## src/core/evfs_regs.svh

```systemverilog
// Constants for the event input function select block: codes, reset values, timing.
// Assumes a single 20 MHz controller clock.
`ifndef EVFS_REGS_SVH
`define EVFS_REGS_SVH

// Clock rate and contact filter time
`define EVFS_CLOCK_KHZ 20000
`define EVFS_FILTER_MS 50
`define EVFS_FILTER_CYCLES (`EVFS_FILTER_MS * `EVFS_CLOCK_KHZ)
`define EVFS_FILTER_CNT_W 20

// Number of event inputs and field widths
`define EVFS_NUM_INPUTS 4
`define EVFS_CODE_W 4
`define EVFS_SP_W 2

// Reset values
`define EVFS_SPCOUNT_RESET 2'h1
`define EVFS_SP_RESET 2'h0
`define EVFS_CODE_RESET 4'h0

`endif

```

## src/core/evfs_pkg.sv

```systemverilog
// Types shared by the event input function select block.
// Assumes evfs_regs.svh is on the include path.
`include "evfs_regs.svh"

package evfs_pkg;

    // Function code carried by each event input assignment
    typedef enum logic [`EVFS_CODE_W-1:0] {
        EVFS_FUNC_NONE = 4'h0,
        EVFS_FUNC_RUN_STOP = 4'h1,
        EVFS_FUNC_AUTO_MANUAL = 4'h2,
        EVFS_FUNC_PROGRAM_START = 4'h3,
        EVFS_FUNC_DIRECTION_INVERT = 4'h4,
        EVFS_FUNC_FULL_TUNE = 4'h5,
        EVFS_FUNC_PARTIAL_TUNE = 4'h6,
        EVFS_FUNC_SETTING_LOCK = 4'h7,
        EVFS_FUNC_ALARM_LATCH_CANCEL = 4'h8
    } evfs_func_t;

    // Source of the active set point
    typedef enum logic [3:0] {
        EVFS_SRC_EVENT = 4'h1,
        EVFS_SRC_KEY = 4'h2,
        EVFS_SRC_COMM = 4'h4
    } evfs_src_t;

endpackage

```

## src/core/evfs_top.sv

```systemverilog
// Event input decoder: set point selection and function dispatch.
// Assumes contacts on eventIn are asynchronous; all other inputs are on clock.
`timescale 1ns/100ps
`default_nettype none
`include "evfs_regs.svh"

// Behaviour
// [RL1] Count one: input 1 picks set point 0/1
// [RL2] Count two: inputs 1,2 form set point index
// [RL3] With inputs, key select needs count zero, enable
// [RL4] Without inputs, key select needs enable only
// [RL5] Key selector value is the set point index
// [RL6] Each input holds one function assignment code
// [RL7] Reject function already held by another input
// [RL8] Level change counts after 50 ms stable
// [RL9] Program start accepted, inert without program pattern
// [RL10] Partial tune accepted, inert under heating/cooling
// [RL11] Run/stop input on stops control
// [RL12] Stop indicator lit while control stopped
// [RL13] Auto/manual input on selects manual, indicator lit
// [RL14] Program input on starts, off resets and stops
// [RL15] Inversion input on flips configured direction
// [RL16] Full tune runs while on, cancels on off
// [RL17] Partial tune runs while on, cancels on off
// [RL18] Setting lock input on blocks parameter changes
// [RL19] Communications may also select the set point
// [RL20] Alarm latch cancel clears latches on turn-on
// [RL21] Count zero: all inputs run their functions
// [RL22] Set point count resets to one
// [RL23] Synchronise and count stable ticks per input
module evfs_top #(
    parameter int FILTER_CYCLES = `EVFS_FILTER_CYCLES
) (
    input wire logic clock,
    input wire logic rst,
    input wire logic [`EVFS_NUM_INPUTS-1:0] eventIn,
    input wire logic hasEventInputs,
    input wire logic spCountWrite,
    input wire logic [1:0] spCountIn,
    input wire logic keySpEnable,
    input wire logic [`EVFS_SP_W-1:0] keySpIndex,
    input wire logic commSpWrite,
    input wire logic [`EVFS_SP_W-1:0] commSpIndex,
    input wire logic assignWrite,
    input wire logic [1:0] assignIndex,
    input wire evfs_pkg::evfs_func_t assignCode,
    input wire logic programPatternOn,
    input wire logic heatCoolMode,
    input wire logic directionConfig,
    output logic assignRejected,
    output logic [1:0] multipleSetpointSelect,
    output logic [`EVFS_SP_W-1:0] activeSp,
    output evfs_pkg::evfs_src_t activeSpSource,
    output logic controlStop,
    output logic stopIndicator,
    output logic manualMode,
    output logic manualIndicator,
    output logic programStart,
    output logic programReset,
    output logic programEndClear,
    output logic effectiveDirect,
    output logic fullTuneExec,
    output logic fullTuneCancel,
    output logic partialTuneExec,
    output logic partialTuneCancel,
    output logic settingLock,
    output logic alarmLatchClear
);

    logic [`EVFS_NUM_INPUTS-1:0] filtered;
    evfs_pkg::evfs_func_t codes [`EVFS_NUM_INPUTS];
    logic [`EVFS_NUM_INPUTS-1:0] funcEnable;
    logic [`EVFS_SP_W-1:0] commSp_reg;
    logic [`EVFS_SP_W-1:0] spNext;
    evfs_pkg::evfs_src_t srcNext;
    logic runStopLvl;
    logic manualLvl;
    logic programLvl;
    logic invertLvl;
    logic fullTuneLvl;
    logic partialTuneLvl;
    logic lockLvl;
    logic latchLvl;
    logic programPrev_reg;
    logic fullTunePrev_reg;
    logic partialTunePrev_reg;
    logic latchPrev_reg;
    logic forcedStop_reg;
    logic forcedStopNext;
    logic stopNext;

    genvar g;
    generate
        for (g = 0; g < `EVFS_NUM_INPUTS; g++)
        begin : gen_filter
            evfs_input_filter #(
                .FILTER_CYCLES(FILTER_CYCLES)
            ) u_filter (
                .clock(clock),
                .rst(rst),
                .contactIn(eventIn[g]),
                .level(filtered[g])
            );
        end
    endgenerate

    evfs_assign_table u_table (
        .clock(clock),
        .rst(rst),
        .assignWrite(assignWrite),
        .assignIndex(assignIndex),
        .assignCode(assignCode),
        .codes(codes),
        .assignRejected(assignRejected)
    );

    // Set point count parameter
    always_ff @(posedge clock or posedge rst)
    begin
        if (rst)
        begin
            multipleSetpointSelect <= `EVFS_SPCOUNT_RESET; // [RL22]
        end
        else if (spCountWrite)
        begin
            multipleSetpointSelect <= spCountIn;
        end
    end

    // Inputs not taken by set point selection run their functions
    always_comb
    begin
        funcEnable = '0;
        if (hasEventInputs)
        begin
            unique case (multipleSetpointSelect)
                2'h1: funcEnable = 4'hE;
                2'h2: funcEnable = 4'hC;
                default: funcEnable = 4'hF; // [RL21]
            endcase
        end
    end

    // Level of each function from the input that carries its code
    always_comb
    begin
        runStopLvl = 1'b0;
        manualLvl = 1'b0;
        programLvl = 1'b0;
        invertLvl = 1'b0;
        fullTuneLvl = 1'b0;
        partialTuneLvl = 1'b0;
        lockLvl = 1'b0;
        latchLvl = 1'b0;
        for (int i = 0; i < `EVFS_NUM_INPUTS; i++)
        begin
            if (funcEnable[i] && filtered[i])
            begin
                unique case (codes[i])
                    evfs_pkg::EVFS_FUNC_RUN_STOP: runStopLvl = 1'b1;
                    evfs_pkg::EVFS_FUNC_AUTO_MANUAL: manualLvl = 1'b1;
                    evfs_pkg::EVFS_FUNC_PROGRAM_START: programLvl = programPatternOn; // [RL9]
                    evfs_pkg::EVFS_FUNC_DIRECTION_INVERT: invertLvl = 1'b1;
                    evfs_pkg::EVFS_FUNC_FULL_TUNE: fullTuneLvl = 1'b1;
                    evfs_pkg::EVFS_FUNC_PARTIAL_TUNE: partialTuneLvl = !heatCoolMode; // [RL10]
                    evfs_pkg::EVFS_FUNC_SETTING_LOCK: lockLvl = 1'b1;
                    evfs_pkg::EVFS_FUNC_ALARM_LATCH_CANCEL: latchLvl = 1'b1;
                    default: ;
                endcase
            end
        end
    end

    // Set point source: event inputs, then keys, then communications
    always_comb
    begin
        spNext = commSp_reg; // [RL19]
        srcNext = evfs_pkg::EVFS_SRC_COMM;
        if (hasEventInputs && multipleSetpointSelect == 2'h1)
        begin
            spNext = {1'b0, filtered[0]}; // [RL1]
            srcNext = evfs_pkg::EVFS_SRC_EVENT;
        end
        else if (hasEventInputs && multipleSetpointSelect == 2'h2)
        begin
            spNext = {filtered[1], filtered[0]}; // [RL2]
            srcNext = evfs_pkg::EVFS_SRC_EVENT;
        end
        else if (keySpEnable && (!hasEventInputs || multipleSetpointSelect == 2'h0)) // [RL3] [RL4]
        begin
            spNext = keySpIndex; // [RL5]
            srcNext = evfs_pkg::EVFS_SRC_KEY;
        end
    end

    always_ff @(posedge clock or posedge rst)
    begin
        if (rst)
        begin
            commSp_reg <= `EVFS_SP_RESET;
            activeSp <= `EVFS_SP_RESET;
            activeSpSource <= evfs_pkg::EVFS_SRC_COMM;
        end
        else
        begin
            if (commSpWrite)
            begin
                commSp_reg <= commSpIndex; // [RL19]
            end
            activeSp <= spNext;
            activeSpSource <= srcNext;
        end
    end

    // Program reset forces stop until the program is started again
    always_comb
    begin
        forcedStopNext = forcedStop_reg;
        if (programPrev_reg && !programLvl)
        begin
            forcedStopNext = 1'b1; // [RL14]
        end
        else if (programLvl && !programPrev_reg)
        begin
            forcedStopNext = 1'b0;
        end
        stopNext = runStopLvl || forcedStopNext; // [RL11]
    end

    // Run/stop and auto/manual state with their indicators
    always_ff @(posedge clock or posedge rst)
    begin
        if (rst)
        begin
            forcedStop_reg <= 1'b0;
            controlStop <= 1'b0;
            stopIndicator <= 1'b0;
            manualMode <= 1'b0;
            manualIndicator <= 1'b0;
        end
        else
        begin
            forcedStop_reg <= forcedStopNext;
            controlStop <= stopNext; // [RL11]
            stopIndicator <= stopNext; // [RL12]
            manualMode <= manualLvl; // [RL13]
            manualIndicator <= manualLvl; // [RL13]
        end
    end

    // Edge-triggered commands for program, tuning and alarm latches
    always_ff @(posedge clock or posedge rst)
    begin
        if (rst)
        begin
            programPrev_reg <= 1'b0;
            fullTunePrev_reg <= 1'b0;
            partialTunePrev_reg <= 1'b0;
            latchPrev_reg <= 1'b0;
            programStart <= 1'b0;
            programReset <= 1'b0;
            programEndClear <= 1'b0;
            fullTuneCancel <= 1'b0;
            partialTuneCancel <= 1'b0;
            alarmLatchClear <= 1'b0;
        end
        else
        begin
            programPrev_reg <= programLvl;
            fullTunePrev_reg <= fullTuneLvl;
            partialTunePrev_reg <= partialTuneLvl;
            latchPrev_reg <= latchLvl;
            programStart <= programLvl && !programPrev_reg; // [RL14]
            programReset <= programPrev_reg && !programLvl; // [RL14]
            programEndClear <= programPrev_reg && !programLvl; // [RL14]
            fullTuneCancel <= fullTunePrev_reg && !fullTuneLvl; // [RL16]
            partialTuneCancel <= partialTunePrev_reg && !partialTuneLvl; // [RL17]
            alarmLatchClear <= latchLvl && !latchPrev_reg; // [RL20]
        end
    end

    // Level-following controls
    always_ff @(posedge clock or posedge rst)
    begin
        if (rst)
        begin
            effectiveDirect <= 1'b0;
            fullTuneExec <= 1'b0;
            partialTuneExec <= 1'b0;
            settingLock <= 1'b0;
        end
        else
        begin
            effectiveDirect <= directionConfig ^ invertLvl; // [RL15]
            fullTuneExec <= fullTuneLvl; // [RL16]
            partialTuneExec <= partialTuneLvl; // [RL17]
            settingLock <= lockLvl; // [RL18]
        end
    end

    AST_SP_ONE: assert property (@(posedge clock) disable iff (rst) // [RL1]
        hasEventInputs && multipleSetpointSelect == 2'h1
            |=> activeSp == {1'b0, $past(filtered[0])})
        else $error("set point does not follow event input 1");
    AST_SP_TWO: assert property (@(posedge clock) disable iff (rst) // [RL2]
        hasEventInputs && multipleSetpointSelect == 2'h2
            |=> activeSp == $past(filtered[1:0]))
        else $error("set point does not follow event inputs 1 and 2");
    AST_KEY_SEL: assert property (@(posedge clock) disable iff (rst) // [RL3]
        keySpEnable && hasEventInputs && multipleSetpointSelect == 2'h0
            |=> activeSp == $past(keySpIndex) && activeSpSource == evfs_pkg::EVFS_SRC_KEY)
        else $error("key set point not applied");
    AST_KEY_NO_EVENTS: assert property (@(posedge clock) disable iff (rst) // [RL4]
        keySpEnable && !hasEventInputs |=> activeSp == $past(keySpIndex))
        else $error("key set point not applied without event inputs");
    AST_STOP_IND: assert property (@(posedge clock) disable iff (rst) // [RL12]
        controlStop == stopIndicator)
        else $error("stop indicator differs from stop state");
    AST_RUN_STOP: assert property (@(posedge clock) disable iff (rst) // [RL11]
        runStopLvl |=> controlStop)
        else $error("control not stopped by run/stop input");
    AST_PROG_RESET: assert property (@(posedge clock) disable iff (rst) // [RL14]
        programPrev_reg && !programLvl |=> programReset && programEndClear && controlStop)
        else $error("program reset did not stop control");
    AST_DIRECTION: assert property (@(posedge clock) disable iff (rst) // [RL15]
        ##1 effectiveDirect == ($past(directionConfig) ^ $past(invertLvl)))
        else $error("effective direction wrong");

    AST_PARTIAL_HC: assert property (@(posedge clock) disable iff (rst) // [RL10]
        heatCoolMode |=> !partialTuneExec)
        else $error("partial tune active under heating/cooling");

    AST_ALARM_CLR: assert property (@(posedge clock) disable iff (rst) // [RL20]
        latchLvl && !latchPrev_reg |=> alarmLatchClear ##1 !alarmLatchClear)
        else $error("alarm latch clear pulse missing");

endmodule
`default_nettype wire

```

## src/core/evfs_input_filter.sv

```systemverilog
// One event input: two-flop synchroniser and minimum-duration filter.
// Assumes the contact is asynchronous to clock.
`timescale 1ns/100ps
`default_nettype none
`include "evfs_regs.svh"

module evfs_input_filter #(
    parameter int FILTER_CYCLES = `EVFS_FILTER_CYCLES
) (
    input wire logic clock,
    input wire logic rst,
    input wire logic contactIn,
    output logic level
);

    localparam logic [`EVFS_FILTER_CNT_W-1:0] LAST_COUNT =
        `EVFS_FILTER_CNT_W'(FILTER_CYCLES - 1);

    logic syncA_reg;
    logic syncB_reg;
    logic [`EVFS_FILTER_CNT_W-1:0] count_reg;

    always_ff @(posedge clock or posedge rst)
    begin
        if (rst)
        begin
            syncA_reg <= 1'b0;
            syncB_reg <= 1'b0;
        end
        else
        begin
            syncA_reg <= contactIn;
            syncB_reg <= syncA_reg;
        end
    end

    // A new level is taken only after it has held for the full filter time
    always_ff @(posedge clock or posedge rst)
    begin
        if (rst)
        begin
            count_reg <= '0;
            level <= 1'b0;
        end
        else if (syncB_reg == level)
        begin
            count_reg <= '0;
        end
        else if (count_reg == LAST_COUNT) // [RL8] [RL23]
        begin
            count_reg <= '0;
            level <= syncB_reg;
        end
        else
        begin
            count_reg <= count_reg + 1'b1;
        end
    end

    AST_FILTER_MIN: assert property (@(posedge clock) disable iff (rst) // [RL8]
        level != $past(level) |-> $past(count_reg) == LAST_COUNT)
        else $error("event level changed before filter time");

endmodule
`default_nettype wire

```

## src/core/evfs_assign_table.sv

```systemverilog
// Event input assignment codes with rejection of duplicated functions.
// Assumes writes come from the operator setting logic on the same clock.
`timescale 1ns/100ps
`default_nettype none
`include "evfs_regs.svh"

module evfs_assign_table (
    input wire logic clock,
    input wire logic rst,
    input wire logic assignWrite,
    input wire logic [1:0] assignIndex,
    input wire evfs_pkg::evfs_func_t assignCode,
    output evfs_pkg::evfs_func_t codes [`EVFS_NUM_INPUTS],
    output logic assignRejected
);

    logic duplicate;

    always_comb
    begin
        duplicate = 1'b0;
        for (int i = 0; i < `EVFS_NUM_INPUTS; i++)
        begin
            if (i != int'(assignIndex) && codes[i] == assignCode
                && assignCode != evfs_pkg::EVFS_FUNC_NONE)
            begin
                duplicate = 1'b1;
            end
        end
    end

    always_ff @(posedge clock or posedge rst)
    begin
        if (rst)
        begin
            for (int i = 0; i < `EVFS_NUM_INPUTS; i++)
            begin
                codes[i] <= evfs_pkg::evfs_func_t'(`EVFS_CODE_RESET);
            end
            assignRejected <= 1'b0;
        end
        else
        begin
            assignRejected <= assignWrite && duplicate; // [RL7]
            if (assignWrite && !duplicate) // [RL6] [RL9] [RL10]
            begin
                codes[assignIndex] <= assignCode;
            end
        end
    end

    AST_DUP_REJECT: assert property (@(posedge clock) disable iff (rst) // [RL7]
        assignWrite && duplicate |=> assignRejected && codes[$past(assignIndex)]
            == $past(codes[assignIndex]))
        else $error("duplicate function assignment was stored");

endmodule
`default_nettype wire

```

## config.mk

```make
export PLATFORM = sky130hd
export DESIGN_NAME = evfs_top
export DESIGN_NICKNAME = d
export VERILOG_FILES = /design/src/core/evfs_pkg.sv /design/src/core/evfs_top.sv /design/src/core/evfs_input_filter.sv /design/src/core/evfs_assign_table.sv
export VERILOG_INCLUDE_DIRS = /design/src /design/src/core
export SDC_FILE = /design/constraint.sdc
export NUM_CORES = 1
export LEC_CHECK = 0
export BUFFER_PORTS_ARGS = -buffer_cell sky130_fd_sc_hd__buf_2
export CAP_MARGIN = 15
export CORE_UTILIZATION = 45
export DETAILED_ROUTE_END_ITERATION = 8
export PLACE_DENSITY = 0.71
export SYNTH_ARGS = -nofsm -noshare
export SYNTH_HDL_FRONTEND = slang
export SYNTH_SLANG_ARGS = --single-unit
```

## constraint.sdc

```tcl
create_clock -name clock -period 5.5 [get_ports clock]
set_clock_uncertainty 0.1 [all_clocks]
set_input_delay 0 -clock clock [delete_from_list [all_inputs] [get_ports clock]]
set_output_delay 0 -clock clock [all_outputs]
set_load 0.1 [all_outputs]
```

======== Word level (Yosys, flattened, before mapping) ========
Index checks and enable logic that the tools add are counted.
word-level totals
  register bits ........................... 133
  bits of input ports ..................... 26
  output and inout port bits .............. 23
  logic and storage cells ................. 229
operators by class
  add/subtract/negate cells ............... 4
  $lt $le $gt $ge ......................... 2
  equality and inequality tests ........... 49
  mux-type cells .......................... 89
  bitwise operators ....................... 6
  reduce and logical (&&, ||, !) cells .... 40
operator list
  cell                                                                   count
  20-bit 2-to-1 mux                                                      8
  20-bit by 1-bit adder with 20-bit output, second input constant        4
  20-bit equality test, second input constant                            4
  1-bit 2-to-1 mux                                                       70
  4-bit by 3-bit equality test with 1-bit output, second input constant  16
  4-bit by 2-bit equality test with 1-bit output, second input constant  8
  1-bit logical AND                                                      23
  16-bit bitwise mux                                                     1
  4-bit by 1-bit equality test with 1-bit output, second input constant  4
  4-bit equality test                                                    4
  4-bit equality test, second input constant                             4
  3-bit 2-to-1 mux                                                       3
  4-bit demux with 2-bit select                                          1
  1-bit logical NOT                                                      8
  4-bit 2-to-1 mux                                                       2
  2-bit AND reduction                                                    4
  2-bit 2-to-1 mux                                                       3
  1-bit equality test                                                    4
  2-bit inequality test, first input constant                            2
  1-bit NOT                                                              4
  2-bit case mux with 2 select lines                                     1
  4-bit nonzero test                                                     1
  3-bit greater-or-equal comparator, second input constant               1
  3-bit by 1-bit < comparator with 1-bit output, second input constant   1
  8 further kinds                                                        9

======== Depth between registers and ports, before layout ========
  depth in word-level cells ............... 15
  gate-level depth with buffers ........... 8
  gate-level depth less buffers ........... 7

======== Hierarchy ========
From an unflattened synthesis, not the netlist that was laid out.
second synthesis, totals
  cells, all modules ...................... 684
  area total of the unflattened synthesis .. 6877.8 um^2
by module, submodules not included
  module             instances  cells an instance  area an instance (um^2)  sequential area each (um^2)
  evfs_input_filter  4          109                1118.6                   575.6
  evfs_top           1          126                1243.7                   578.1
  evfs_assign_table  1          122                1159.9                   425.4

======== Least setup slack after synthesis ========
OpenSTA, ideal clock, no wires.
  path kind ............................... register to register
  start point ............................. register multipleSetpointSelect[1]
  end point ............................... register stopIndicator
  library setup time ...................... 0.139 ns
  data arrival time ....................... 3.047 ns
  data required time ...................... 5.261 ns
  slack ................................... 2.214 ns
  cell stages (with the launch flop) ...... 8
  buffers on the path ..................... 0
  period minus slack after synthesis ...... 3.286 ns
  cells stage by stage .................... dfrtp_1 -> inv_1 -> ha_1 -> nand3b_4 -> or4_1 -> a41o_1 -> maj3_2 -> or4_1
on the way
  longest elaborated chain between the ends .. 15
  elaborated cells on any way between the ends .. 26
  those cells by class .................... eq/ne: 2; mux: 18; reduce/logical: 6
RTL lines
  item                                                                                          RTL line                          RTL
  start, declared                                                                               evfs_top.sv:51                    output logic [1:0] multipleSetpointSelect,
  start signal, assigned                                                                        evfs_top.sv:122                   multipleSetpointSelect <= `EVFS_SPCOUNT_RESET;
  start signal, assigned                                                                        evfs_top.sv:126                   multipleSetpointSelect <= spCountIn;
  2-bit equality test / 2-bit by 1-bit equality test with 1-bit output (equally long branches)  evfs_top.sv:136                   unique case (multipleSetpointSelect)
  2-bit case mux with 2 select lines (*)                                                        evfs_top.sv:136
  4-bit 2-to-1 mux (*)                                                                          evfs_top.sv:134                   if (hasEventInputs)
  1-bit logical AND                                                                             evfs_top.sv:157                   if (funcEnable[i] && filtered[i])
  1-bit 2-to-1 mux                                                                              evfs_top.sv:157
  1-bit 2-to-1 mux                                                                              evfs_top.sv:159                   unique case (codes[i])
  1-bit 2-to-1 mux (*)                                                                          evfs_top.sv:157
  1-bit 2-to-1 mux                                                                              evfs_top.sv:159
  1-bit 2-to-1 mux (*)                                                                          evfs_top.sv:157
  1-bit 2-to-1 mux                                                                              evfs_top.sv:159
  1-bit 2-to-1 mux (*)                                                                          evfs_top.sv:157
  1-bit logical AND / 1-bit logical NOT (equally long branches)                                 evfs_top.sv:223, evfs_top.sv:219
  1-bit 2-to-1 mux / 1-bit logical AND (equally long branches)                                  evfs_top.sv:223, evfs_top.sv:219
  1-bit 2-to-1 mux (*)                                                                          evfs_top.sv:219                   if (programPrev_reg && !programLvl)
  via forcedStopNext                                                                            evfs_top.sv:89                    logic forcedStopNext;
  1-bit logical OR (*)                                                                          evfs_top.sv:227                   stopNext = runStopLvl || forcedStopNext;
  via stopNext                                                                                  evfs_top.sv:90                    logic stopNext;
  end signal, assigned                                                                          evfs_top.sv:245                   stopIndicator <= stopNext;
  end, declared                                                                                 evfs_top.sv:55                    output logic stopIndicator,
The timed path passes the listed nets; every way through them passes the cells marked *.
A chain may end at the register's enable or synchronous reset.

======== Worst setup path in the final report ========
  start point ............................. register u_table.codes[9] (netlist bit)
  end point ............................... register u_table.codes[2] (netlist bit)
on the way
  longest elaborated chain between the ends .. 8
RTL lines
  item                             RTL line                 RTL
  start, declared                  evfs_assign_table.sv:13  output evfs_pkg::evfs_func_t codes [`EVFS_NUM_INPUTS],
  start signal, assigned by index  evfs_assign_table.sv:38  codes[i] <= evfs_pkg::evfs_func_t'(`EVFS_CODE_RESET);
  start signal, assigned by index  evfs_assign_table.sv:47  codes[assignIndex] <= assignCode;
  4-bit equality test              evfs_assign_table.sv:24  if (i != int'(assignIndex) && codes[i] == assignCode
  1-bit logical AND                evfs_assign_table.sv:24
  1-bit logical AND                evfs_assign_table.sv:25  && assignCode != evfs_pkg::EVFS_FUNC_NONE)
  1-bit 2-to-1 mux (3 in a row)    evfs_assign_table.sv:24
  1-bit logical NOT                evfs_assign_table.sv:45  if (assignWrite && !duplicate)
  1-bit logical AND                evfs_assign_table.sv:45
No other way between the ends.

==> implementation parameters <==
Parameter                              Value

Outcome
  Result of the run ... complete, but fails checks
  Failing checks ... DRC

Timing
  Tcrit/Tclk final ... 0.5968
  Final-report hold violation count ... 0
  Fin crit period ... 3.283 ns
  Slew Limit Fails ... 0
  Setup repair after global routing missed its margin ... no
  Max-slew headroom ... 0.2622
  Slew of the pin with the lowest slew margin ... roughly 1.1 ns
  Peak clock frequency supported by timing ... approximately 300 MHz
  Setup TNS after final layout ... 0 ns
  Final Setup Violations ... 0

Drt
  Overall via count from detail_route ... approximately 5.1k
  Final WL ... around 14000 um
  Router iterations before antenna repair ... 6
  Drt first-iter violations ... around 370
  Vias/cell ... between 5 and 6
  Wirelength per Cell ... 15.34 um
  Remaining antenna violation count after routing ... 0
  DRC ... 1

Synthesis
  Number of synthesized register bits ... 132
  Post-synth top area share ... 0.4895
  Syn Area/Cell ... ~10 um^2
  Most used standard cell by instance count after synthesis ... sky130_fd_sc_hd__dfrtp_1
  Post-synthesis cell type with the largest combined area ... sky130_fd_sc_hd__dfrtp_1
  Syn Inst Count ... 664
  Post-synth EDFFs ... 0
  Synthesis warning total ... 0
  Synth Flop Type ... sky130_fd_sc_hd__dfrtp_1
  Share of synthesized area occupied by flip-flops and latches ... 0.4975
  Unique masters post-synth ... 50
  Total standard cell area after synthesis ... between 0.006 and 0.007 mm^2
  Most common library cells after synthesis ... sky130_fd_sc_hd__dfrtp_1, sky130_fd_sc_hd__nor2_1, sky130_fd_sc_hd__nand2_1, sky130_fd_sc_hd__xnor2_1, sky130_fd_sc_hd__nand3_1
  Cells taking the most area after synthesis ... sky130_fd_sc_hd__dfrtp_1, sky130_fd_sc_hd__xnor2_1, sky130_fd_sc_hd__nor2_1, sky130_fd_sc_hd__xor2_1, sky130_fd_sc_hd__nand3_1
  Syn_nets ... approximately 700
  Async set-reset flop share out of synthesis ... 1.000

Floorplan
  Die outline area ... roughly 0.015 mm^2
  Top-level I/O count ... 49
  Placeable core region ... 0.01448 mm^2
  Vertical extent of the die ... around 120 um
  Starting density of the core ... 0.4590
  Placement row count ... 44
  Die Span X ... approximately 120 um

Critical path
  Data required time of the worst path ... 5.70 ns
  Worst Path Arrival ... approximately 3.5 ns
  WP buf/inv ... 1
  Crit Path Class ... flop to flop
  Family with the most delay on the worst path ... compound AO/OA/AOI/OAI gates
  Slowest stage cell, crit path ... sky130_fd_sc_hd__o22ai_1
  CP Cell Sequence ... xnor2_1 -> nand3_1 -> o22ai_1 -> or3_1 -> o311ai_0 -> dlygate4sd3_1
  Top fanout value on the critical path ... 17
  Setup crit start ... u_table.codes[9]$_DFFE_PP0P_
  Reg2Reg Launch Point ... u_table.codes[9]$_DFFE_PP0P_
  Crit end category ... flop
  Critical path's largest stage delay ... around 0.86 ns
  Startpoint type of the worst setup path ... flop

Job
  Max-capacitance violation count ... 0

Pwr
  Power Dens Cells ... 364.2 mW/mm^2
  Register share of total power ... 0.424
  Switching power share of the total ... 0.3015
  Leak ... between 3 and 4 nW
  Combinational Power Share ... 0.172
  Worst IR Drop VDD ... ~0.00025 V
  Switching power ... 0.0008657 W
  Part of the total power dissipated in the clock network ... 0.404
  Cell-internal power ... between 0.002 and 0.0025 W

Placement
  Number of buffers added on ports ... between 40 and 50
  HPWL Detailed ... between 9000 and 10000 um
  Post-DP Area ... 0.006905 mm^2
  Placer congestion estimate ... 0.8734

Global route
  Maximum number of pins on one net before global-route repair ... just under 90
  Initial antenna violation count ... 0
  Wire length of the first global-routing pass ... around 24000 um
  Total global routing overflow ... 0
  Total global routing track utilization ... 0.2064
  Via count of the first global-routing pass ... approximately 5.2k

Worst hold path
  Worst min-delay path startpoint ... eventIn[2]
  Hold Crit Class ... input port to flop

Clock tree
  TritonCTS clock tree ... done
  Number of clock sinks ... ~130
  Clock insertion delay at the later pin of the skew report ... 0.42 ns
  Root Buffer ... sky130_fd_sc_hd__clkbuf_16
  H-tree levels ... 4
  Total CTS buffers ... 17
  Register clock-pin slew on the reported worst setup and hold paths ... 0.05 ns
  Number of buffers on the longest clock path ... 2
  Number of setup buffers added after CTS ... 0

Layout
  Fraction of final layout cells sized beyond drive strength 1 ... 0.1340
  Layout Cell Area excl Fill ... approximately 0.0079 mm^2
  Largest register FFs ... 80
  Fin nets ... ~770
  N_diodes ... 0
  Layout-stage area growth over the synthesis result ... 18.66%
  Final design utilization ... 0.5446
[cell families (layout without fill, tap and decap cells)]
family | after synthesis | count (layout) | synth area share
AOI/OAI and AO/OA | 38 | 38 | 0.04594
xor gates and xnor gates | 93 | 93 | 0.1226
adders and majority gates | 9 | 9 | 0.01676
buffers and inverters | 53 | 135 | 0.04481
DFF | 132 | 132 | 0.4975
muxes | 9 | 9 | 0.01488
other | 1 | 1 | 0.0005643
and+or+nand+nor | 329 | 329 | 0.2570
[cell type report]
cell class / instances / area, um^2
repair buffers: 85 / 625.6
flip-flops and latches: 132 / 3306
clock inverters: 12 / 155.1
clock buffers: 20 / 456.7
multi-input cells: 479 / 3042
fillers: 1246 / 6594
well taps: 184 / 230.2
inverters: 18 / 70.07
[cells in the final DEF (no fill, tap or decap), types with 4 or more instances in the layout]
cell type	Yosys	final
sky130_fd_sc_hd__and4_1	7	7
sky130_fd_sc_hd__dlygate4sd3_1	0	34
sky130_fd_sc_hd__clkbuf_16	0	17
sky130_fd_sc_hd__inv_1	18	17
sky130_fd_sc_hd__o21ai_0	5	5
sky130_fd_sc_hd__nand3b_1	12	12
sky130_fd_sc_hd__and3_1	19	19
sky130_fd_sc_hd__nand2b_1	4	4
sky130_fd_sc_hd__nand4_1	13	13
sky130_fd_sc_hd__mux2_2	7	7
sky130_fd_sc_hd__ha_1	8	8
sky130_fd_sc_hd__nand2_1	52	52
sky130_fd_sc_hd__clkinvlp_4	0	5
sky130_fd_sc_hd__nor2b_1	5	5
sky130_fd_sc_hd__or2_2	4	4
sky130_fd_sc_hd__dfrtp_1	130	130
sky130_fd_sc_hd__xnor2_1	52	52
sky130_fd_sc_hd__nor4b_1	6	6
sky130_fd_sc_hd__nor3_1	13	13
sky130_fd_sc_hd__buf_2	5	47
sky130_fd_sc_hd__nand3_1	44	44
sky130_fd_sc_hd__nor4_1	17	17
sky130_fd_sc_hd__a311o_1	8	8
sky130_fd_sc_hd__o211ai_1	4	4
sky130_fd_sc_hd__nor2_1	101	101
sky130_fd_sc_hd__nor4bb_1	5	5
sky130_fd_sc_hd__and2_1	14	14
sky130_fd_sc_hd__xor2_1	41	41
sky130_fd_sc_hd__o311ai_0	12	12
[final timing paths]
kind                                                             endpoint  slack (ns)  cells past startpoint
max                                          u_table.codes[2]$_DFFE_PP0P_        2.22                      6
min in group asynchronous      gen_filter[1].u_filter.syncA_reg$_DFF_PP0_        0.49                      4
min reg2reg                    gen_filter[2].u_filter.syncB_reg$_DFF_PP0_        0.25                      0
max reg2reg                                  u_table.codes[2]$_DFFE_PP0P_        2.22                      6
max in group asynchronous  gen_filter[0].u_filter.count_reg[14]$_DFF_PP0_        3.99                      5
min                            gen_filter[2].u_filter.syncA_reg$_DFF_PP0_        0.12                      2
[repair_timing]
item	4_1_cts	5_1_grt
hold buffers	33	1
resized for setup	0	0
hold endpoints to repair	112	12
[metrics by stage]
step,total power (W),cells,hold slack (ns),worst slack [ns]
2_1_floorplan,0.001625,664,-0.06857,1.877
3_3_place_gp,0.001645,863,0.01095,2.685
3_5_place_dp,0.001680,863,0.009331,2.650
4_1_cts,0.002879,928,0.09463,2.285
5_1_grt,0.003002,930,0.1130,2.027
6_report,0.002871,930,0.1175,2.217
[routing by layer]
metal	up-vias	GRT usage	share of wire
met5	-	0	0
met4	0	0.09488	0.023
met1	2503	0.2513	0.44
met2	126	0.3418	0.48
met3	28	0.05397	0.051
li1	2421	-	-
[power groups by stage]
stage / Clock, W / Sequential (W) / Combinational [W]
3_5_place_dp: 0 / 0.00122 / 0.000456
2_1_floorplan: 0 / 0.00119 / 0.000440
6_report: 0.00116 / 0.00122 / 0.000495
5_1_grt: 0.00123 / 0.00123 / 0.000542
4_1_cts: 0.00118 / 0.00121 / 0.000490
3_3_place_gp: 0 / 0.00121 / 0.000432
(Power assumes the default switching activity.)
